**src/logic/modem_irq_status_regs.vh**
```
// register offsets, field positions and reset values of the modem event and status bank
// Contract
// read-only byte at 0x10 holds buffer start address of last received packet
// per-flag read-write mask bit, same position; one suppresses interrupt; resets zero
// flag bits: 7 timeout,6 rx done,5 crc error,4 header,3 tx,2 scan,1 hop,0 found
// host write to flag register clears pending flags; host writes to acknowledge
// all event flags are zero after reset
// read-only byte at 0x13 holds payload byte count of latest packet
// 16-bit valid header count, high byte 0x14 and low byte 0x15
// 16-bit valid packet count, high byte 0x16 and low byte 0x17
// both counters are held at zero while the modem is in sleep
// status byte: code rate, clear (resets one), header valid, rx on, sync, detect
// snr byte is two's complement snr in decibels times four
// flags set on modem events; interrupt while any unmasked flag is set
// start address, length and snr update together on each completed reception
`ifndef MODEM_IRQ_STATUS_REGS_VH
`define MODEM_IRQ_STATUS_REGS_VH

// register offsets
`define RX_LAST_PACKET_START_ADDR 8'h10
`define EVENT_MASK_ADDR           8'h11
`define EVENT_FLAGS_ADDR          8'h12
`define RX_PAYLOAD_LENGTH_ADDR    8'h13
`define HEADER_COUNT_HIGH_ADDR    8'h14
`define HEADER_COUNT_LOW_ADDR     8'h15
`define PACKET_COUNT_HIGH_ADDR    8'h16
`define PACKET_COUNT_LOW_ADDR     8'h17
`define MODEM_STATE_ADDR          8'h18
`define PACKET_SNR_ADDR           8'h19

// event flag and mask bit positions
`define RECEIVE_TIMEOUT_BIT       7
`define RECEPTION_COMPLETE_BIT    6
`define PAYLOAD_CHECK_FAIL_BIT    5
`define HEADER_OK_BIT             4
`define TRANSMIT_COMPLETE_BIT     3
`define ACTIVITY_SCAN_DONE_BIT    2
`define HOP_CHANGE_BIT            1
`define ACTIVITY_FOUND_BIT        0

// modem state field positions
`define CODE_RATE_MSB             7
`define CODE_RATE_LSB             5
`define MODEM_CLEAR_BIT           4
`define HEADER_INFO_VALID_BIT     3
`define RX_ONGOING_BIT            2
`define SIGNAL_SYNC_BIT           1
`define SIGNAL_DETECT_BIT         0

// reset values
`define EVENT_MASK_RESET          8'h00
`define EVENT_FLAGS_RESET         8'h00
`define MODEM_STATE_RESET         8'h10
`define RX_INFO_RESET             8'h00
`define COUNT_RESET               16'h0000
`define COUNT_STEP                16'h0001
`define UNMAPPED_READ             8'h00

`endif

```
**src/logic/modem_irq_status_regs.v**
```verilog
// event mask, event flag and receive status register bank of the spread-spectrum modem
`timescale 1ns/100ps
`include "modem_irq_status_regs.vh"

module modem_irq_status_regs #(
    parameter DATA_W  = 8,
    parameter ADDR_W  = 8,
    parameter COUNT_W = 16
) (
    input  wire                sys_clk,
    input  wire                rst,
    // host register port
    input  wire [ADDR_W-1:0]   reg_addr,
    input  wire [DATA_W-1:0]   reg_wdata,
    input  wire                reg_wr,
    input  wire                reg_rd,
    output reg  [DATA_W-1:0]   reg_rdata,
    output reg                 reg_rvalid,
    // modem event pulses, one bit per flag position
    input  wire [DATA_W-1:0]   modem_event,
    // counter sources and modem mode
    input  wire                valid_packet_pulse,
    input  wire                sleep_mode,
    input  wire                rx_mode_entry,
    // completed reception data
    input  wire                rx_info_update,
    input  wire [DATA_W-1:0]   rx_start_addr_in,
    input  wire [DATA_W-1:0]   rx_length_in,
    input  wire [DATA_W-1:0]   rx_snr_in,
    // live modem status
    input  wire [2:0]          code_rate_in,
    input  wire                modem_clear_in,
    input  wire                header_info_valid_in,
    input  wire                rx_ongoing_in,
    input  wire                signal_sync_in,
    input  wire                signal_detect_in,
    // interrupt to host
    output reg                 host_irq
);

    ////////////////////////////////////////////////////////////////////////////////
    // storage

    reg  [DATA_W-1:0]  event_mask_q;
    reg  [DATA_W-1:0]  event_mask_d;
    reg  [DATA_W-1:0]  event_flags_q;
    wire [DATA_W-1:0]  event_flags_d;
    reg  [DATA_W-1:0]  rx_last_packet_start_q;
    reg  [DATA_W-1:0]  rx_payload_length_q;
    reg  [DATA_W-1:0]  packet_snr_quarter_db_q;
    reg  [COUNT_W-1:0] header_count_q;
    reg  [COUNT_W-1:0] header_count_d;
    reg  [COUNT_W-1:0] packet_count_q;
    reg  [COUNT_W-1:0] packet_count_d;
    reg  [DATA_W-1:0]  modem_state_bits_q;
    reg  [DATA_W-1:0]  modem_state_bits_d;
    reg  [DATA_W-1:0]  read_data_d;
    wire [DATA_W-1:0]  flag_clear;
    wire               irq_d;

    ////////////////////////////////////////////////////////////////////////////////
    // strobe decoding used by the write path; the read path decodes with its own case

    // true when a strobe targets the given offset
    function hit;
        input [ADDR_W-1:0] addr;
        input [ADDR_W-1:0] target;
        input              strobe;
        begin
            hit = strobe && (addr == target);
        end
    endfunction

    // host clear pattern: every bit written as one is cleared
    assign flag_clear = hit(reg_addr, `EVENT_FLAGS_ADDR, reg_wr) ? reg_wdata
                                                                  : {DATA_W{1'b0}};

    ////////////////////////////////////////////////////////////////////////////////
    // event mask register

    // mask follows host writes, other offsets leave it alone
    always @* begin
        event_mask_d = event_mask_q;
        if (hit(reg_addr, `EVENT_MASK_ADDR, reg_wr)) begin
            event_mask_d = reg_wdata;
        end
    end

    // mask storage with zero reset
    always @(posedge sys_clk) begin
        if (rst) begin
            event_mask_q <= `EVENT_MASK_RESET;
        end else begin
            event_mask_q <= event_mask_d;
        end
    end

    ////////////////////////////////////////////////////////////////////////////////
    // event flags, one sticky bit per event position

    genvar i;
    generate
        for (i = 0; i < DATA_W; i = i + 1) begin : g_flag
            // a new event in the clear cycle survives the clear
            assign event_flags_d[i] = modem_event[i] |
                                      (event_flags_q[i] & ~flag_clear[i]);
        end
    endgenerate

    // flag storage, nothing pending after reset
    always @(posedge sys_clk) begin
        if (rst) begin
            event_flags_q <= `EVENT_FLAGS_RESET;
        end else begin
            event_flags_q <= event_flags_d;
        end
    end

    ////////////////////////////////////////////////////////////////////////////////
    // interrupt output

    // unmasked pending flags drive the interrupt, using next values to avoid lag
    assign irq_d = |(event_flags_d & ~event_mask_d);

    // registered interrupt line
    always @(posedge sys_clk) begin
        if (rst) begin
            host_irq <= 1'b0;
        end else begin
            host_irq <= irq_d;
        end
    end

    ////////////////////////////////////////////////////////////////////////////////
    // last reception information

    // start address, length and snr are captured as one set
    always @(posedge sys_clk) begin
        if (rst) begin
            rx_last_packet_start_q  <= `RX_INFO_RESET;
            rx_payload_length_q     <= `RX_INFO_RESET;
            packet_snr_quarter_db_q <= `RX_INFO_RESET;
        end else if (rx_info_update) begin
            rx_last_packet_start_q  <= rx_start_addr_in;
            rx_payload_length_q     <= rx_length_in;
            packet_snr_quarter_db_q <= rx_snr_in;
        end
    end

    ////////////////////////////////////////////////////////////////////////////////
    // valid header and valid packet counters

    // sleep holds both at zero; entering receive restarts them; otherwise count
    always @* begin
        header_count_d = header_count_q;
        packet_count_d = packet_count_q;
        if (sleep_mode) begin
            header_count_d = `COUNT_RESET;
            packet_count_d = `COUNT_RESET;
        end else if (rx_mode_entry) begin
            header_count_d = `COUNT_RESET;
            packet_count_d = `COUNT_RESET;
        end else begin
            if (modem_event[`HEADER_OK_BIT]) begin
                header_count_d = header_count_q + `COUNT_STEP;
            end
            if (valid_packet_pulse) begin
                packet_count_d = packet_count_q + `COUNT_STEP;
            end
        end
    end

    // counter storage
    always @(posedge sys_clk) begin
        if (rst) begin
            header_count_q <= `COUNT_RESET;
            packet_count_q <= `COUNT_RESET;
        end else begin
            header_count_q <= header_count_d;
            packet_count_q <= packet_count_d;
        end
    end

    ////////////////////////////////////////////////////////////////////////////////
    // modem status register

    // live status gathered into its fields every cycle
    always @* begin
        modem_state_bits_d = `MODEM_STATE_RESET;
        modem_state_bits_d[`CODE_RATE_MSB:`CODE_RATE_LSB] = code_rate_in;
        modem_state_bits_d[`MODEM_CLEAR_BIT]       = modem_clear_in;
        modem_state_bits_d[`HEADER_INFO_VALID_BIT] = header_info_valid_in;
        modem_state_bits_d[`RX_ONGOING_BIT]        = rx_ongoing_in;
        modem_state_bits_d[`SIGNAL_SYNC_BIT]       = signal_sync_in;
        modem_state_bits_d[`SIGNAL_DETECT_BIT]     = signal_detect_in;
    end

    // status storage, modem clear reads one after reset
    always @(posedge sys_clk) begin
        if (rst) begin
            modem_state_bits_q <= `MODEM_STATE_RESET;
        end else begin
            modem_state_bits_q <= modem_state_bits_d;
        end
    end

    ////////////////////////////////////////////////////////////////////////////////
    // read path

    // read multiplexer, unmapped offsets answer zero
    always @* begin
        case (reg_addr)
            `RX_LAST_PACKET_START_ADDR: begin
                read_data_d = rx_last_packet_start_q;
            end
            `EVENT_MASK_ADDR: begin
                read_data_d = event_mask_q;
            end
            `EVENT_FLAGS_ADDR: begin
                read_data_d = event_flags_q;
            end
            `RX_PAYLOAD_LENGTH_ADDR: begin
                read_data_d = rx_payload_length_q;
            end
            `HEADER_COUNT_HIGH_ADDR: begin
                read_data_d = header_count_q[COUNT_W-1:DATA_W];
            end
            `HEADER_COUNT_LOW_ADDR: begin
                read_data_d = header_count_q[DATA_W-1:0];
            end
            `PACKET_COUNT_HIGH_ADDR: begin
                read_data_d = packet_count_q[COUNT_W-1:DATA_W];
            end
            `PACKET_COUNT_LOW_ADDR: begin
                read_data_d = packet_count_q[DATA_W-1:0];
            end
            `MODEM_STATE_ADDR: begin
                read_data_d = modem_state_bits_q;
            end
            `PACKET_SNR_ADDR: begin
                read_data_d = packet_snr_quarter_db_q;
            end
            default: begin
                read_data_d = `UNMAPPED_READ;
            end
        endcase
    end

    // registered read answer, valid one cycle after the strobe
    always @(posedge sys_clk) begin
        if (rst) begin
            reg_rdata  <= `UNMAPPED_READ;
            reg_rvalid <= 1'b0;
        end else begin
            reg_rvalid <= reg_rd;
            if (reg_rd) begin
                reg_rdata <= read_data_d;
            end
        end
    end

endmodule

```
**config.mk**
```make
export PLATFORM = sky130hd
export DESIGN_NAME = modem_irq_status_regs
export DESIGN_NICKNAME = d
export VERILOG_FILES = /design/src/logic/modem_irq_status_regs.v
export VERILOG_INCLUDE_DIRS = /design/src /design/src/logic
export SDC_FILE = /design/constraint.sdc
export NUM_CORES = 1
export LEC_CHECK = 0
export BUFFER_PORTS_ARGS = -buffer_cell sky130_fd_sc_hd__clkbuf_2
export CELL_PAD_IN_SITES_DETAIL_PLACEMENT = 1
export CELL_PAD_IN_SITES_GLOBAL_PLACEMENT = 1
export CORE_AREA = 8 8 93 158
export CTS_BUF_LIST = sky130_fd_sc_hd__clkbuf_4
export DETAILED_ROUTE_END_ITERATION = 12
export DIE_AREA = 0 0 101 166
export GPL_ROUTABILITY_DRIVEN = 0
export PLACE_DENSITY_LB_ADDON = 0.12
export SLEW_MARGIN = 20
export SYNTH_ARGS = -nofsm -noshare
export SYNTH_HDL_FRONTEND = slang
export SYNTH_SLANG_ARGS = --single-unit
```
**constraint.sdc**
```tcl
create_clock -name sys_clk -period 3.7 [get_ports sys_clk]
set_input_delay 0.555 -clock sys_clk [delete_from_list [all_inputs] [get_ports sys_clk]]
set_output_delay 0.555 -clock sys_clk [all_outputs]
set_load 0.005 [all_outputs]
```
# Word level (Yosys, flattened, before mapping)
# Cells that the tools add are included.
# word_totals
ff_bits,90
elab_cells,56
# op_classes
addsub,2
n_eq_ne,10
mux,3
bitwise,26
n_reduce_logical,4
# op_table
cell,n
"equality test 8 x 5 -> 1 bit, second input constant",10
case mux 8 bit (10 select lines),1
"adder 16 x 1 -> 16 bit, second input constant",2
2-to-1 mux 8 bit,2
bitwise AND 1 bit,8
bitwise AND 8 bit,1
NOT 1 bit,8
NOT 8 bit,1
bitwise OR 1 bit,8
OR reduction 8 bit,1
OR reduction 3 bit,1
logical AND 1 bit,2

# Depth between registers and ports, before layout
# logic_depth
depth_word,8
mapped_depth,8

# Worst setup path after synthesis
# OpenSTA, ideal clock, no wires.
# synth_timing
path_kind,input port to flip-flop
start,input port reg_addr[7]
end,register host_irq
setup_ns,0.081
t_arrival_ns,1.724
required_time_ns,3.619
path_slack_ns,1.895
cell_stages,6
path_buffers,1
cell_sequence,nor3b_4 > and4_4 > buf_12 > mux2i_1 > a22oi_1 > a41oi_1
# synth_between
elab_chain_cells,8
elab_cells_between_ends,33
cone_classes,eq/ne: 2; mux: 2; bitwise: 26; reduce/logical: 3
# synth_lines
element,line_no,rtl
from (decl),modem_irq_status_regs.v:13,"input wire [ADDR_W-1:0] reg_addr,"
equality test 8 x 5 -> 1 bit,modem_irq_status_regs.v:70,hit = strobe && (addr == target);
logical AND 1 bit,modem_irq_status_regs.v:70,
2-to-1 mux 8 bit,modem_irq_status_regs.v:75,"assign flag_clear = hit(reg_addr, `EVENT_FLAGS_ADDR, reg_wr) ? reg_wdata"
NOT 1 bit,modem_irq_status_regs.v:106,(event_flags_q[i] & ~flag_clear[i]);
bitwise AND 1 bit,modem_irq_status_regs.v:106,
bitwise OR 1 bit,modem_irq_status_regs.v:105,assign event_flags_d[i] = modem_event[i] |
bitwise AND 8 bit (*),modem_irq_status_regs.v:123,assign irq_d = |(event_flags_d & ~event_mask_d);
OR reduction 8 bit (*),modem_irq_status_regs.v:123,
to (signal assigned),modem_irq_status_regs.v:130,host_irq <= irq_d;
to (decl),modem_irq_status_regs.v:38,output reg host_irq
# Mark *: on every way between the ends. The rest lies on a longest branch, timed or not.
# A chain may end at the register's enable or synchronous reset.

# Final worst setup path
# layout_timing
start,input port reg_addr[1]
end,register host_irq
# Same word-level chain as after synthesis.

==> results.cfg <==
[yosys]
yosysMostFrequentCell = dfxtp_1
postSynth.asyncResetShare_pct = 0
ys_types = 51
netlist_area_mm2 = 0.00428
synth_edf_count = 0
yosys-top-cells-count = dfxtp_1 (90), nor2_1 (77), mux2i_1 (42)
synth_top_cells_by_area = dfxtp_1 (42%), mux2i_1 (9.8%), nor2_1 (6.8%)
syn-num-nets = 519
synth_area_per_cell_um2 = 9.45
ys.flop_type = dfxtp_1
synth_cells = 453
ys_ff_latch = 90
synth_top_area_share_pct = 42.1
yosysWarningCount = 0
yosysSeqAreaShare_pct = 42.1
yosysTopAreaCell = dfxtp_1

[status]
outcome = finished clean

[die]
start_util_pct = 33.8
rows = 55
core-area_mm2 = 0.0127
dieArea_mm2 = 0.0168
die_x_um = 101
chipHeight_um = 166
io_pins = 74

[sta]
finalCritPeriodShare_pct = 58.1
rsz0062_at_grt = false
setup_violations = 0
relSlewSlack_pct = 40.0
fin_crit_ps = 2150
worst_slew_pin_slew_ps = 900
hold_viol_final = 0
clock.fmax_mhz = 465
whs_ps = 290
fin_skew_ps = 15.4
tns_ps = 0
drv_slew = 0

[routing]
drcViolationCount = 0
drt_iter0_drc = 127
num_vias = 3501
via_per_inst = 5.09
firstDrtPassIters = 4
ant_nets = 0
wl_mm = 13.1
wl_per_cell_um = 19.0

[clocking]
cts_tree = done
root_buffer = clkbuf_4
cts_hold_buffers = 0
clock_latency_ps = 460
clock-sinks = 90
clkSlewWorstSetupHoldPaths_ps = 140
cts_made_buffers = 9
cts-htree-levels = 3
cts_setup_buffers = 0
cts_resized = 0
cts_buffer_depth = 2

[critical_path]
critPathRequiredTime_ps = 4020
setup.worst_path.start_class = input port
worstPathMaxFanout = 27
endpoint_kind = register
path_class = in2reg
cp_data_arrival_time_ps = 2470

[global_route]
grt_overflow_total = 0
antenna_found_initial = 1
track_usage_pct = 16.1
grt_max_degree = 55
grt_pass1_wl_mm = 20.6
first_global_vias = 3881

[power_and_ir_drop]
vdd_ir_drop_max_v = 0.000168
power_uw = 1670
power.density_mw_per_mm2 = 349
leakagePower_uw = 0.00183

[place]
hpwlAfterDp_mm = 10.2
numPortBuffers = 73

[final_layout]
layout-drive-gt1-share_pct = 22.3
area_growth_syn_to_layout_pct = 12.0
utilization_pct = 37.9
nFillCells = 1547
nets = 577

[hold_path]
hold_class = in2reg

[run]
cap_violations = 0
==> cells by family after synthesis <==
family / Yosys count / share of synthesized area [%]
AO/OA/AOI/OAI: 76 / 11.9
XOR/XNOR: 19 / 3.89
adder cells (fa/ha/maj): 2 / 0.585
buffers and inverters: 34 / 5.14
flip-flops: 90 / 42.1
multiplexers: 55 / 15.3
AND/OR/NAND/NOR: 177 / 21.0
==> area by class of cell <==
| class | count | area [um2] | share of cell area (%) |
|---|---|---|---|
| Multi-Input combinational cell | 329 | 2260 | 47.1 |
| Sequential cell | 90 | 1800 | 37.6 |
| Timing Repair Buffer | 75 | 380 | 7.94 |
| Tap cell | 171 | 214 | 4.46 |
| Clock buffer | 9 | 67.6 | 1.41 |
| Clock inverter | 7 | 45.0 | 0.940 |
| Inverter | 6 | 22.5 | 0.470 |
| Antenna cell | 1 | 2.50 | 0.0522 |
==> layout by cell type, fill, tap and decap left out, types with 4 or more instances in the layout <==
master / Yosys / routed
clkbuf_2: 0 / 73
clkbuf_4: 0 / 9
mux2_1: 4 / 4
and3_1: 5 / 5
o211ai_1: 5 / 5
a22o_1: 7 / 7
mux4_2: 8 / 8
xor2_1: 9 / 9
a22oi_1: 10 / 10
mux2i_1: 42 / 42
nand3_1: 10 / 10
xnor2_1: 10 / 10
nand4_1: 6 / 6
inv_1: 6 / 6
o21ai_0: 7 / 7
a21oi_2: 5 / 5
a21oi_1: 17 / 17
dfxtp_1: 90 / 90
nand2_1: 25 / 25
nor2b_1: 20 / 20
o21ai_1: 9 / 9
nor2_1: 77 / 77
or3_1: 13 / 12
==> flip-flops by register name (all words and copies together) (netlist names), 8 cells and up <==
register	count
header_count_q	16
packet_count_q	16
event_flags_q	8
event_mask_q	8
modem_state_bits_q	8
packet_snr_quarter_db_q	8
reg_rdata	8
rx_last_packet_start_q	8
rx_payload_length_q	8
==> worst max-delay path, cell delays in order <==
cell and delay (ps):
clkbuf_2 500, nor3b_2 330, and3_1 520, a41oi_1 220
a22oi_1 220, a41oi_1 120
==> metal layers <==
metal	track usage [%]	vias to the layer above	part of all wire [%]
met5	0	-	0
met4	6.85	0	2.7
met3	3.40	22	3.8
met2	31.1	56	58
met1	15.5	1706	36
li1	-	1717	-
==> per-stage QoR <==
| stage | instance area [um2] | instances | setup WS [ps] |
|---|---|---|---|
| 2_1_floorplan | 4280 | 453 | 1900 |
| 3_3_place_gp | 4680 | 671 | 1200 |
| 3_5_place_dp | 4680 | 671 | 1060 |
| 4_1_cts | 4790 | 687 | 1580 |
| 5_1_grt | 4790 | 688 | 1450 |
| 6_report | 4790 | 688 | 1550 |
==> power by group <==
| group | internal (uW) | switching, uW | total [uW] |
|---|---|---|---|
| logic | 75.4 | 91.1 | 166 |
| registers | 998 | 20.1 | 1020 |
| clock network | 135 | 354 | 489 |
==> final timing paths <==
path | start | endpoint | slack [ps] | cells past startpoint
setup / recovery | reg_addr[1] | host_irq$_SDFF_PP0_ | 1550 | 6
hold / removal | modem_clear_in | modem_state_bits_q[4]$_SDFF_PP1_ | 290 | 2
hold reg to reg | reg_rdata[5]$_SDFFE_PP0P_ | reg_rdata[5]$_SDFFE_PP0P_ | 490 | 2
setup reg to reg | header_count_q[0]$_SDFFE_PP0P_ | header_count_q[12]$_SDFFE_PP0P_ | 1830 | 5
(Power assumes the default switching activity.)
